==> src/verilog/dsa_pkg.sv <==
// Purpose: Shared constants and carrier types of the accumulator saturate and round datapath.
// Assumes: One 25 MHz core clock; registers reached over classic Wishbone, index times four.
// Notes: Register offsets are word indices; the byte address is four times the index.
package dsa_pkg;

	// ****************************************************************
	// Register indices
	// ****************************************************************
	localparam logic [7:0] IDX_W13 = 8'h1A;
	localparam logic [7:0] IDX_ACCA_LO = 8'h22;
	localparam logic [7:0] IDX_ACCA_HI = 8'h24;
	localparam logic [7:0] IDX_ACCA_UP = 8'h26;
	localparam logic [7:0] IDX_ACCB_LO = 8'h28;
	localparam logic [7:0] IDX_ACCB_HI = 8'h2A;
	localparam logic [7:0] IDX_ACCB_UP = 8'h2C;
	localparam logic [7:0] IDX_STATUS = 8'h42;
	localparam logic [7:0] IDX_CONTROL = 8'h44;
	localparam logic [7:0] IDX_IRQ_STAT = 8'h60;
	localparam logic [7:0] IDX_IRQ_MASK = 8'h61;
	localparam logic [7:0] IDX_TRAP_CTL = 8'h62;

	// ****************************************************************
	// Field positions and reset values
	// ****************************************************************
	localparam int SR_OA = 15;
	localparam int SR_OB = 14;
	localparam int SR_SA = 13;
	localparam int SR_SB = 12;
	localparam int SR_OAB = 11;
	localparam int SR_SAB = 10;
	localparam int CC_ACC_A_SATURATION_ENABLE = 7;
	localparam int CC_ACC_B_SATURATION_ENABLE = 6;
	localparam int CC_DATA_WRITE_SATURATION_ENABLE = 5;
	localparam int CC_ACC_SATURATION_MODE_SELECT = 4;
	localparam int CC_RND = 1;
	localparam int TC_CATASTROPHIC_OVERFLOW_TRAP_ENABLE = 0;
	localparam logic [15:0] CC_RESET = 16'h0020;
	localparam logic [15:0] CC_WR_MASK = 16'h00F2;
	localparam logic [15:0] W13_RESET = 16'h0000;
	localparam logic [3:0] IRQ_RESET = 4'h0;
	localparam logic [39:0] ACC_RESET = 40'h00_0000_0000;

	// ****************************************************************
	// Datapath constants
	// ****************************************************************
	localparam logic [39:0] SAT_POS_931 = 40'h7F_FFFF_FFFF;
	localparam logic [39:0] SAT_NEG_931 = 40'h80_0000_0000;
	localparam logic [39:0] SAT_POS_131 = 40'h00_7FFF_FFFF;
	localparam logic [39:0] SAT_NEG_131 = 40'hFF_8000_0000;
	localparam logic [15:0] LOW_HALF = 16'h8000;
	localparam logic [15:0] W13_STEP = 16'h0002;

	// ****************************************************************
	// Carrier types
	// ****************************************************************
	typedef enum logic [2:0] {
		OP_MAC,
		OP_MPY,
		OP_MPYN,
		OP_ED,
		OP_EUCLIDEAN_DISTANCE_ACCUMULATE,
		OP_SAC,
		OP_STORE_ACCUMULATOR_ROUNDED
	} dsa_kind_e;

	typedef enum logic [1:0] {
		WB_NONE,
		WB_DIRECT,
		WB_POSTINC
	} dsa_wbmode_e;

	typedef struct packed {
		logic valid;
		dsa_kind_e kind;
		logic target;
		logic [39:0] addend;
		dsa_wbmode_e wb_mode;
		logic [15:0] store_addr;
	} dsa_op_s;

	typedef struct packed {
		logic valid;
		logic [15:0] addr;
		logic [15:0] data;
		logic sat_en;
	} dsa_xwr_s;

endpackage
==> src/verilog/dsa_accum.sv <==
// Purpose: Accumulator saturation, overflow flags, rounding and write-back of a DSP core.
// Assumes: Core operations arrive on sys_clk_i from the decoder; no synchronisers needed.
// Notes: A core operation wins over a same-cycle software write to the same accumulator.
//
// The Wishbone interface to the registers was left to the implementer.

// Operation
// - Status shows OR of overflow and saturation flags
// - 9.31 mode saturates past bit 39, sticky flag
// - 1.31 mode saturates past bit 31, sticky flag
// - 1.31 mode never sets overflow flags
// - Catastrophic mode wraps and sets saturation flag
// - Trap enable raises trap on catastrophic overflow
// - MAC write-back of non-target high word, with exceptions
// - Write-back travels on X bus, full space
// - Direct mode writes rounded word to W13
// - Post-increment writes at W13, then adds two
// - Combinational round, mode from control bit
// - Round yields 16-bit fraction to write saturation
// - No rounding stores truncated high word
// - Conventional round adds bit 15
// - Convergent round ties on bit 16
// - Store writes truncated, rounded variant writes rounded
// - MAC write-back is always rounded
module dsa_accum
	import dsa_pkg::*;
(
	input wire logic sys_clk_i,
	input wire logic rstn_i,
	input wire logic ce_i,
	input wire logic wb_cyc_i,
	input wire logic wb_stb_i,
	input wire logic wb_we_i,
	input wire logic [9:0] wb_adr_i,
	input wire logic [3:0] wb_sel_i,
	input wire logic [31:0] wb_dat_i,
	output logic [31:0] wb_dat_o,
	output logic wb_ack_o,
	input wire dsa_op_s op_i,
	output dsa_xwr_s xwr_o,
	output logic [15:0] w13_o,
	output logic trap_req_o,
	output logic irq_o
);

	// ****************************************************************
	// Helpers
	// ****************************************************************
	// Round is pure logic: it only looks at the accumulator and the mode bit.
	function automatic logic [15:0] round_hi(input logic [39:0] acc, input logic conv);
		logic inc;
		inc = acc[15];
		if (conv && acc[15:0] == LOW_HALF) begin
			inc = acc[16];
		end
		return acc[31:16] + {15'h0000, inc};
	endfunction

	function automatic logic [15:0] merge16(input logic [15:0] old, input logic [31:0] nw,
		input logic [3:0] sel);
		logic [15:0] r;
		r = old;
		if (sel[0]) begin
			r[7:0] = nw[7:0];
		end
		if (sel[1]) begin
			r[15:8] = nw[15:8];
		end
		return r;
	endfunction

	// Guard bits carry data when they disagree with bit 31.
	function automatic logic guard_used(input logic [39:0] v);
		return !((v[39:31] == 9'h000) || (v[39:31] == 9'h1FF));
	endfunction

	// ****************************************************************
	// State
	// ****************************************************************
	logic [39:0] acc_q [2];
	logic [1:0] ovf_q;
	logic [1:0] sat_q;
	logic [15:0] ctl_q;
	logic [15:0] w13_q;
	logic catastrophic_overflow_trap_enable_q;
	logic [3:0] irq_stat_q;
	logic [3:0] irq_mask_q;
	dsa_xwr_s xwr_q;
	logic trap_q;
	logic irq_q;
	logic ack_q;
	logic [31:0] rdat_q;

	// ****************************************************************
	// Accumulate and saturate
	// ****************************************************************
	logic tgt;
	logic [39:0] acc_t;
	logic [40:0] sum;
	logic ovf39;
	logic big31;
	logic sat_en;
	logic acc_saturation_mode_select;
	logic [39:0] res;
	logic sat_hit;
	logic catas;
	logic arith;
	logic [15:0] wb_word;
	logic mac_wb;

	always_comb begin
		tgt = op_i.target;
		acc_t = acc_q[tgt];
		arith = op_i.valid && (op_i.kind inside {OP_MAC, OP_MPY, OP_MPYN, OP_ED, OP_EUCLIDEAN_DISTANCE_ACCUMULATE});
		if (op_i.kind inside {OP_MPY, OP_MPYN, OP_ED}) begin
			sum = {op_i.addend[39], op_i.addend};
		end else begin
			sum = {acc_t[39], acc_t} + {op_i.addend[39], op_i.addend};
		end
		ovf39 = sum[40] ^ sum[39];
		big31 = !((sum[40:31] == 10'h000) || (sum[40:31] == 10'h3FF));
		sat_en = tgt ? ctl_q[CC_ACC_B_SATURATION_ENABLE] : ctl_q[CC_ACC_A_SATURATION_ENABLE];
		acc_saturation_mode_select = ctl_q[CC_ACC_SATURATION_MODE_SELECT];
		res = sum[39:0];
		sat_hit = 1'b0;
		catas = 1'b0;
		if (sat_en && acc_saturation_mode_select) begin
			if (ovf39) begin
				res = sum[40] ? SAT_NEG_931 : SAT_POS_931;
				sat_hit = 1'b1;
			end
		end else if (sat_en) begin
			if (big31) begin
				res = sum[40] ? SAT_NEG_131 : SAT_POS_131;
				sat_hit = 1'b1;
			end
		end else begin
			sat_hit = ovf39;
			catas = ovf39;
		end
		// Write-back reads the other accumulator, which this operation leaves alone.
		wb_word = round_hi(acc_q[!tgt], ctl_q[CC_RND]);
		mac_wb = op_i.valid && op_i.kind == OP_MAC && op_i.wb_mode != WB_NONE;
	end

	// ****************************************************************
	// Wishbone decode
	// ****************************************************************
	logic acc_req;
	logic wr_en;
	logic [7:0] idx;
	logic [15:0] sr_word;

	always_comb begin
		acc_req = wb_cyc_i && wb_stb_i && !ack_q;
		wr_en = acc_req && wb_we_i;
		idx = wb_adr_i[9:2];
		sr_word = 16'h0000;
		sr_word[SR_OA] = ovf_q[0];
		sr_word[SR_OB] = ovf_q[1];
		sr_word[SR_SA] = sat_q[0];
		sr_word[SR_SB] = sat_q[1];
		sr_word[SR_OAB] = ovf_q[0] | ovf_q[1];
		sr_word[SR_SAB] = sat_q[0] | sat_q[1];
	end

	always_ff @(posedge sys_clk_i or negedge rstn_i) begin
		if (!rstn_i) begin
			ack_q <= 1'b0;
			rdat_q <= 32'h0000_0000;
		end else if (ce_i) begin
			ack_q <= acc_req;
			if (acc_req && !wb_we_i) begin
				case (idx)
					IDX_W13: rdat_q <= {16'h0000, w13_q};
					IDX_ACCA_LO: rdat_q <= {16'h0000, acc_q[0][15:0]};
					IDX_ACCA_HI: rdat_q <= {16'h0000, acc_q[0][31:16]};
					IDX_ACCA_UP: rdat_q <= {16'h0000, {8{acc_q[0][39]}}, acc_q[0][39:32]};
					IDX_ACCB_LO: rdat_q <= {16'h0000, acc_q[1][15:0]};
					IDX_ACCB_HI: rdat_q <= {16'h0000, acc_q[1][31:16]};
					IDX_ACCB_UP: rdat_q <= {16'h0000, {8{acc_q[1][39]}}, acc_q[1][39:32]};
					IDX_STATUS: rdat_q <= {16'h0000, sr_word};
					IDX_CONTROL: rdat_q <= {16'h0000, ctl_q};
					IDX_IRQ_STAT: rdat_q <= {28'h000_0000, irq_stat_q};
					IDX_IRQ_MASK: rdat_q <= {28'h000_0000, irq_mask_q};
					IDX_TRAP_CTL: rdat_q <= {31'h0000_0000, catastrophic_overflow_trap_enable_q};
					default: rdat_q <= 32'h0000_0000;
				endcase
			end
		end
	end

	// ****************************************************************
	// Accumulators and flags
	// ****************************************************************
	always_ff @(posedge sys_clk_i or negedge rstn_i) begin
		if (!rstn_i) begin
			acc_q[0] <= ACC_RESET;
			acc_q[1] <= ACC_RESET;
		end else if (ce_i) begin
			for (int i = 0; i < 2; i++) begin
				if (arith && tgt == 1'(i)) begin
					acc_q[i] <= res;
				end else if (wr_en) begin
					if (idx == IDX_ACCA_LO + 8'(i * 6)) begin
						acc_q[i][15:0] <= merge16(acc_q[i][15:0], wb_dat_i, wb_sel_i);
					end else if (idx == IDX_ACCA_HI + 8'(i * 6)) begin
						acc_q[i][31:16] <= merge16(acc_q[i][31:16], wb_dat_i, wb_sel_i);
					end else if (idx == IDX_ACCA_UP + 8'(i * 6) && wb_sel_i[0]) begin
						acc_q[i][39:32] <= wb_dat_i[7:0];
					end
				end
			end
		end
	end

	// Saturation flags are sticky; a set in the same cycle as a clear wins.
	always_ff @(posedge sys_clk_i or negedge rstn_i) begin
		if (!rstn_i) begin
			sat_q <= 2'b00;
			ovf_q <= 2'b00;
		end else if (ce_i) begin
			for (int i = 0; i < 2; i++) begin
				if (arith && tgt == 1'(i) && sat_hit) begin
					sat_q[i] <= 1'b1;
				end else if (wr_en && idx == IDX_STATUS && wb_sel_i[1]) begin
					sat_q[i] <= wb_dat_i[SR_SA - i];
				end
				if (arith && tgt == 1'(i)) begin
					ovf_q[i] <= (sat_en && !acc_saturation_mode_select) ? 1'b0 : guard_used(res);
				end
			end
		end
	end

	// ****************************************************************
	// Control registers
	// ****************************************************************
	always_ff @(posedge sys_clk_i or negedge rstn_i) begin
		if (!rstn_i) begin
			ctl_q <= CC_RESET;
			catastrophic_overflow_trap_enable_q <= 1'b0;
			irq_mask_q <= IRQ_RESET;
		end else if (ce_i && wr_en) begin
			if (idx == IDX_CONTROL) begin
				ctl_q <= merge16(ctl_q, wb_dat_i, wb_sel_i) & CC_WR_MASK;
			end
			if (idx == IDX_TRAP_CTL && wb_sel_i[0]) begin
				catastrophic_overflow_trap_enable_q <= wb_dat_i[TC_CATASTROPHIC_OVERFLOW_TRAP_ENABLE];
			end
			if (idx == IDX_IRQ_MASK && wb_sel_i[0]) begin
				irq_mask_q <= wb_dat_i[3:0];
			end
		end
	end

	// ****************************************************************
	// Write-back, store and W13
	// ****************************************************************
	always_ff @(posedge sys_clk_i or negedge rstn_i) begin
		if (!rstn_i) begin
			w13_q <= W13_RESET;
		end else if (ce_i) begin
			if (mac_wb && op_i.wb_mode == WB_DIRECT) begin
				w13_q <= wb_word;
			end else if (mac_wb && op_i.wb_mode == WB_POSTINC) begin
				w13_q <= w13_q + W13_STEP;
			end else if (wr_en && idx == IDX_W13) begin
				w13_q <= merge16(w13_q, wb_dat_i, wb_sel_i);
			end
		end
	end

	always_ff @(posedge sys_clk_i or negedge rstn_i) begin
		if (!rstn_i) begin
			xwr_q <= '0;
		end else if (ce_i) begin
			xwr_q.valid <= 1'b0;
			xwr_q.sat_en <= ctl_q[CC_DATA_WRITE_SATURATION_ENABLE];
			if (mac_wb && op_i.wb_mode == WB_POSTINC) begin
				xwr_q.valid <= 1'b1;
				xwr_q.addr <= w13_q;
				xwr_q.data <= wb_word;
			end else if (op_i.valid && op_i.kind == OP_SAC) begin
				xwr_q.valid <= 1'b1;
				xwr_q.addr <= op_i.store_addr;
				xwr_q.data <= acc_q[tgt][31:16];
			end else if (op_i.valid && op_i.kind == OP_STORE_ACCUMULATOR_ROUNDED) begin
				xwr_q.valid <= 1'b1;
				xwr_q.addr <= op_i.store_addr;
				xwr_q.data <= round_hi(acc_t, ctl_q[CC_RND]);
			end
		end
	end

	// ****************************************************************
	// Trap and interrupt
	// ****************************************************************
	logic [3:0] irq_ev;

	always_comb begin
		irq_ev = 4'h0;
		if (arith) begin
			irq_ev[{1'b0, tgt}] = sat_hit;
			irq_ev[{1'b1, tgt}] = catas;
		end
	end

	always_ff @(posedge sys_clk_i or negedge rstn_i) begin
		if (!rstn_i) begin
			trap_q <= 1'b0;
			irq_stat_q <= IRQ_RESET;
			irq_q <= 1'b0;
		end else if (ce_i) begin
			trap_q <= arith && catas && catastrophic_overflow_trap_enable_q;
			if (wr_en && idx == IDX_IRQ_STAT && wb_sel_i[0]) begin
				irq_stat_q <= (irq_stat_q & ~wb_dat_i[3:0]) | irq_ev;
			end else begin
				irq_stat_q <= irq_stat_q | irq_ev;
			end
			irq_q <= |(irq_stat_q & irq_mask_q);
		end
	end

	assign wb_ack_o = ack_q;
	assign wb_dat_o = rdat_q;
	assign xwr_o = xwr_q;
	assign w13_o = w13_q;
	assign trap_req_o = trap_q;
	assign irq_o = irq_q;

	logic step;
	assign step = ce_i && arith;
endmodule // dsa_accum

==> config.mk <==
export PLATFORM = sky130hd
export DESIGN_NAME = dsa_accum
export DESIGN_NICKNAME = d
export VERILOG_FILES = /design/src/verilog/dsa_pkg.sv /design/src/verilog/dsa_accum.sv
export SDC_FILE = /design/constraint.sdc
export NUM_CORES = 1
export LEC_CHECK = 0
export ABC_CLOCK_PERIOD_IN_PS = 9500
export BUFFER_PORTS_ARGS = -buffer_cell sky130_fd_sc_hd__buf_2
export CORE_AREA = 4 4 182 184
export CTS_BUF_LIST = sky130_fd_sc_hd__clkbuf_2
export CTS_CLUSTER_DIAMETER = 200
export DETAILED_ROUTE_END_ITERATION = 8
export DIE_AREA = 0 0 186 188
export GPL_ROUTABILITY_DRIVEN = 0
export GPL_TIMING_DRIVEN = 0
export PLACE_DENSITY_LB_ADDON = 0.1
export SETUP_SLACK_MARGIN = 0.5
export SYNTH_ARGS = -nofsm -noshare
export SYNTH_HDL_FRONTEND = slang
export SYNTH_SLANG_ARGS = --single-unit
export TNS_END_PERCENT = 50
==> constraint.sdc <==
create_clock -name sys_clk_i -period 9.5 [get_ports sys_clk_i]
set_clock_uncertainty 0.05 [all_clocks]
set_input_delay 0.475 -clock sys_clk_i [delete_from_list [all_inputs] [get_ports sys_clk_i]]
set_output_delay 0.475 -clock sys_clk_i [all_outputs]
set_load 0.005 [all_outputs]
; ---- After elaboration in Yosys (flattened, before gate mapping)
; Index checks and enable logic that the tools add are counted.
[word_totals]
register_bits = 183
latch_bits = 0
mem_bits_rw = 0
mem_bits_ro = 0
output_inout_bits = 85
word_cells = 225
mem_count = 0
[classes]
addsub = 4
multipliers = 0
n_div = 0
order_cmp = 6
n_eq_ne = 28
shifts = 0
n_mux = 61
bitwise_logic = 12
n_reduce_logical = 86
[op_table]
columns = op, count
row1 = $mux 40, 13
row2 = $pmux 16 s12, 1
row3 = $mux 16, 7
row4 = $mux 33, 3
row5 = $mux 32, 3
row6 = $eq 8x6->1 const B, 6
row7 = $mux 24, 2
row8 = $mux 8, 6
row9 = $add 40x40->41, 1
row10 = $mux 41, 1
row11 = $eq 8x7->1 const B, 5
row12 = $logic_and 1x1->1, 33
row13 = $add 16x1->16, 2
row14 = $eq 16x16->1 const B, 2
row15 = $reduce_and 5->1, 6
row16 = $reduce_bool 2->1, 15
row17 = $mux 1, 20
row18 = $add 16x2->16 const B, 1
row19 = $reduce_and 2->1, 8
row20 = $reduce_and 4->1, 4
row21 = $reduce_bool 3->1, 5
row22 = $eq 10x10->1 const B, 1
row23 = $logic_not 10->1, 1
row24 = $eq 3x3->1 const B, 3
row25 = other kinds (30), 48

; ---- Depth between registers and ports, before layout
[depth]
depth_word = 16
mapped_depth = 28
ltp_nobuf = 23

; ---- Least setup slack after synthesis
; No wires, ideal clock.
[synth_path]
path_kind = input -> register
from = input op_i[58] in the netlist's numbering
to = register ovf_q[0]
arrival_ns = 6.064
required_time_ns = 9.355
path_slack_ns = 3.291
path_stages = 26
n_path_buf = 5
path_cell_list = clkbuf_1 buf_1 clkbuf_1 buf_1 buf_1 mux2_2 ha_1 a21o_1 a21o_1 a21oi_1 o21bai_1 a21oi_1 o221ai_1 a21oi_1 xnor2_1 nand2_1 nand2_1 inv_1 ha_1 o21ai_0 or3_4 or4b_4 a21oi_4 or4_4 nor4_4 o31ai_1
[synth_between]
elab_chain_cells = 15
elab_cells_between_ends = 27
classes_between = add/sub: 1 / eq/ne: 2 / mux: 12 / bitwise: 3 / reduce/logical: 9
[synth_lines]
columns = item, line_no
row1 = from (decl), dsa_accum.sv:39  ; input wire dsa_op_s op_i,
row2 = $not 1->2 (implied by the code), dsa_accum.sv:113  ; acc_t = acc_q[tgt];
row3 = $mux 40 (3 in series), -
row4 = $add 40x40->41, dsa_accum.sv:118  ; sum = {acc_t[39], acc_t} + {op_i.addend[39], op_i.addend};
row5 = $mux 41, dsa_accum.sv:115  ; if (op_i.kind inside {OP_MPY, OP_MPYN, OP_ED}) begin
row6 = $eq 10x10->1 or $logic_not 10->1 (tied branches), dsa_accum.sv:121  ; big31 = !((sum[40:31] == 10'h000) || (sum[40:31] == 10'h3FF));
row7 = $logic_or 1x1->1, dsa_accum.sv:121
row8 = $mux 40, dsa_accum.sv:133  ; if (big31) begin
row9 = $mux 40, dsa_accum.sv:132  ; end else if (sat_en) begin
row10 = $mux 40, dsa_accum.sv:127  ; if (sat_en && acc_saturation_mode_select) begin
row11 = $eq 9x9->1 or $logic_not 9->1 (tied branches), dsa_accum.sv:74  ; return !((v[39:31] == 9'h000) || (v[39:31] == 9'h1FF));
row12 = $logic_or 1x1->1, dsa_accum.sv:74
row13 = $logic_not 1->1, dsa_accum.sv:74
row14 = $mux 1, dsa_accum.sv:230  ; ovf_q[i] <= (sat_en && !acc_saturation_mode_select) ? 1'b0 : guard_used(res);
row15 = "to (signal, indexed assignment)", dsa_accum.sv:230
row16 = to (decl), dsa_accum.sv:81  ; logic [1:0] ovf_q;
; Parallel ways exist; a longest one is shown, timed or not. The select of a mux whose other input is x is not followed.
; A chain may end at the register's enable or synchronous reset.

; ---- Worst setup path in the final report
[layout_path]
from = input op_i[58] in the netlist's numbering
to = register acc_q[72] in the netlist's numbering
[layout_between]
elab_chain_cells = 12
elab_cells_between_ends = 26
classes_between = add/sub: 1 / eq/ne: 3 / mux: 12 / bitwise: 3 / reduce/logical: 7
[layout_lines]
columns = item, line_no
row1 = $not 1->2 (implied by the code), dsa_accum.sv:113
row2 = $mux 40 (3 in series), -
row3 = $add 40x40->41, dsa_accum.sv:118
row4 = $mux 41, dsa_accum.sv:115
row5 = $eq 10x10->1 or $logic_not 10->1 (tied branches), dsa_accum.sv:121
row6 = $logic_or 1x1->1, dsa_accum.sv:121
row7 = $mux 40, dsa_accum.sv:133
row8 = $mux 40, dsa_accum.sv:132
row9 = $mux 40, dsa_accum.sv:127
row10 = $mux 40, dsa_accum.sv:202  ; if (arith && tgt == 1'(i)) begin
row11 = "to (signal, indexed assignment)", dsa_accum.sv:203  ; acc_q[i] <= res;
row12 = "to (signal, indexed assignment)", dsa_accum.sv:206  ; acc_q[i][15:0] <= merge16(acc_q[i][15:0], wb_dat_i, wb_sel_i);
row13 = "to (signal, indexed assignment)", dsa_accum.sv:208  ; acc_q[i][31:16] <= merge16(acc_q[i][31:16], wb_dat_i, wb_sel_i);
row14 = to (decl), dsa_accum.sv:80  ; logic [39:0] acc_q [2];
; Parallel ways exist; a longest one is shown, timed or not. The select of a mux whose other input is x is not followed.

==> results.py <==
metrics = {
    "logic_synthesis": {
        "seq_area_frac_synth": 0.3034,
        "syn_inst": 1717,
        "yosys.cell_types.count": 91,
        "yosys_register_bits": 167,
        "synth_area_leaders": "dfrtp_1 30%, nand2_1 5.6%, a21oi_1 5.4%, nor2_1 4.7%, ha_1 4.3%",
        "syn-cell-area_um2": 13780,
        "synth.top_cell.area_share": 0.3015,
        "ys.flop_type": "dfrtp_1",
        "syn_avg_cell_area_um2": 8.025,
        "synth_enable_flop_cells": 0,
        "yosysTopAreaCell": "dfrtp_1",
        "yosys_warnings": 0,
        "async_flop_share": 1.000,
    },
    "setup_path": {
        "startpoint": "op_i[58]",
        "r2r_start": "acc_q[18]",
        "critPathArrivalTime_ns": 8.10,
        "ff2ff_path_depth": 23,
        "crit_path_end_kind": "register",
        "cp.required_ns": 10.15,
        "reg2reg_slack_ns": 3.42,
        "rr_endpoint": "acc_q[72]",
        "critPathKind": "in -> reg",
        "crit_fanout": 10,
        "cp-start-kind": "primary input",
    },
    "timing": {
        "maxSlewViolCount": 0,
        "fmax_mhz": 134.2,
        "finalSetupViolations": 0,
        "slew-limit-headroom": 0.08968,
        "min_period_ns": 7.452,
        "hold_viol": 0,
        "setup_tns_ns": 0,
        "rsz0062_at_grt": "false",
        "worstMarginPinSlew_ns": 1.353,
        "fin_crit_sh": 0.7844,
    },
    "clocking": {
        "cts_tree": "built",
        "clk_pin_slew_ns": 0.29,
        "cts_buffers": 17,
        "cts.path.max_buffers": 2,
        "cts-root-buf": "clkbuf_2",
        "cts_resized": 0,
        "cts.sinks": 167,
        "clock_latency_ns": 0.84,
        "cts-htree-levels": 4,
    },
    "global_routing": {
        "grt_max_degree": 122,
        "overflow": 0,
        "grtUsageTotal": 0.3246,
        "use_met2": 0.5125,
        "grtUsageMet3": 0.06246,
        "grt.met1_usage": 0.4290,
        "grt_pass1_vias": 14210,
        "grt_pass1_wl_mm": 86.44,
        "busiest_layer": "met2",
        "antenna_found_initial": 1,
    },
    "route": {
        "wl_per_cell_um": 24.95,
        "viasPerCell": 6.387,
        "dr_total_vias": 15080,
        "ant_nets": 0,
        "drt_iter0_markers": 1768,
        "routed_wl_mm": 58.91,
        "drcViolationCount": 0,
        "firstDrtPassIters": 6,
    },
    "floorplan": {
        "die-area_um2": 34970,
        "ioPinCount": 200,
        "num_rows": 65,
        "start_util": 0.4389,
        "die_w_um": 186,
        "core_area_um2": 31390,
        "fp.dieH_um": 188,
    },
    "placed_design": {
        "port_buffers": 159,
        "hpwl_mm": 46.94,
    },
    "job": {
        "maxCapViolations": 0,
    },
    "cells_and_area": {
        "area_growth_pct": 14.45,
        "fin_util": 0.5023,
        "drive_above_1_share": 0.1680,
        "fin_nets": 2108,
        "nFillCells": 3159,
    },
    "min_path": {
        "holdCritPathClass": "in -> async",
    },
    "status": {
        "status": "finished clean",
    },
    "pwr": {
        "ir_drop_uv": 97.20,
        "power.leakage_nw": 6.775,
        "power_density_nw_per_um2": 204.9,
    },
}
layout make-up:
type | instances | area (um^2) | area share
diodes | 1 | 2.502 | 0.0001587
plain buffers | 114 | 599.3 | 0.03801
clock buffers | 17 | 85.08 | 0.005396
clock inverters | 15 | 165.2 | 0.01047
inverters | 29 | 108.9 | 0.006903
multi-input cells | 1422 | 8951 | 0.5676
flip-flops and latches | 167 | 4180 | 0.2651
well taps | 402 | 503.0 | 0.03190
repair buffers | 194 | 1174 | 0.07443
cell usage after synthesis, drive strengths merged, types with 6 or more instances:
cell    number
xnor2       31
a222oi       9
nor4        16
a22o        47
nand2      209
and2        13
nand3       68
o22ai       16
mux2        52
nor3        31
xor2        36
nand4       20
o21ai      161
o221ai      16
nand2b      15
a21o        30
a22oi       18
ha          47
o211ai       8
o31ai        8
buf         40
a21boi       8
inv         29
a211oi      11
o31a         6
a21oi      152
nor2       176
o21a         9
a221oi      28
mux2i       33
nor2b        6
clkbuf      73
a31oi       47
dfrtp      166
nor3b        8
and3        13
how the worst max path moves through the flow:
stage                     end  slack [ns]  cells past startpoint
finish              acc_q[72]        2.05                     27
global route        acc_q[72]        1.62                     27
CTS                 acc_q[48]        2.29                     25
detailed placement  acc_q[57]        1.43                     26
global placement    acc_q[48]        1.47                     25
floorplan            ovf_q[0]        3.29                     26
state kept, by name, summed over array words and instances (netlist names):
| register | flops |
|---|---|
| acc_q | 80 |
| xwr_o | 34 |
| w13_o | 16 |
| wb_dat_o | 16 |
| ctl_q | 5 |
| irq_mask_q | 4 |
| irq_stat_q | 4 |
| ovf_q | 2 |
| sat_q | 2 |
| catastrophic_overflow_trap_enable_q | 1 |
| irq_o | 1 |
| trap_req_o | 1 |
| wb_ack_o | 1 |
power by group:
| part | switching [mW] | internal [mW] |
|---|---|---|
| clock | 0.286 | 0.126 |
| combinational | 1.05 | 0.639 |
| sequential | 0.263 | 0.870 |
repair_timing:
item                      in CTS  in global routing
buffers inserted               0                  0
hold endpoints to repair     224                  0
hold buffers                  34                  0
critical path: stages:
cell	delay, ns
buf_2	0.14
clkbuf_1	0.40
buf_1	0.52
clkbuf_1	0.59
buf_1	0.67
mux2i_1	0.46
inv_1	0.10
ha_1	0.30
a211oi_1	0.38
o211ai_1	0.15
a21oi_1	0.45
a21oi_1	0.29
nor2_1	0.33
o221ai_1	0.20
a21oi_1	0.31
xnor2_1	0.10
nand2_1	0.07
nand2_1	0.08
inv_1	0.06
ha_1	0.13
o21ai_0	0.08
or3_4	0.38
nor4b_4	0.44
o21ai_1	0.12
o21ai_1	0.48
o21ai_1	0.10
mux2_2	0.27
routing by layer:
layer  part of all wire  vias up
li1                   -     6827
met5                  0        -
met1               0.41     7110
met2               0.45      943
met4              0.055        0
met3              0.093      200
cell families after synthesis:
| family | synth area share |
|---|---|
| other | 0.0002722 |
| and+or+nand+nor | 0.2089 |
| muxes | 0.06647 |
| xor gates and xnor gates | 0.04259 |
| adders and majority gates | 0.04413 |
| AOI/OAI and AO/OA | 0.2829 |
| DFF | 0.3034 |
| buffers and inverters | 0.05140 |
layout by cell type (no fill, tap or decap), types with 20 or more instances in the layout:
| cell type | n |
|---|---|
| a21oi_1 | 148 |
| mux2i_1 | 33 |
| o21ai_0 | 93 |
| nor3_1 | 28 |
| xor2_1 | 36 |
| a21o_1 | 27 |
| clkbuf_1 | 64 |
| nand3_1 | 68 |
| ha_1 | 47 |
| mux2_2 | 52 |
| dfrtp_1 | 166 |
| dlygate4sd3_1 | 34 |
| a22o_1 | 46 |
| nand4_1 | 20 |
| a31oi_1 | 47 |
| o21ai_1 | 68 |
| xnor2_1 | 31 |
| nand2_1 | 206 |
| buf_2 | 171 |
| a221oi_1 | 27 |
| nor2_1 | 173 |
| inv_1 | 29 |
stage by stage:
step | hold slack, ns | setup slack (ns) | instance area, um^2 | total power, mW | cells
5_1_grt | 0.02355 | 1.620 | 15770 | 3.402 | 2361
6_report | 0.04249 | 2.048 | 15770 | 3.232 | 2361
2_1_floorplan | 0.1294 | 3.291 | 13830 | 2.138 | 1732
3_3_place_gp | 0.4082 | 1.469 | 15130 | 2.722 | 2293
3_5_place_dp | 0.3522 | 1.432 | 15180 | 2.746 | 2294
4_1_cts | 0.01363 | 2.287 | 15770 | 3.167 | 2360
Note: power is estimated with default switching activity, not from simulation.
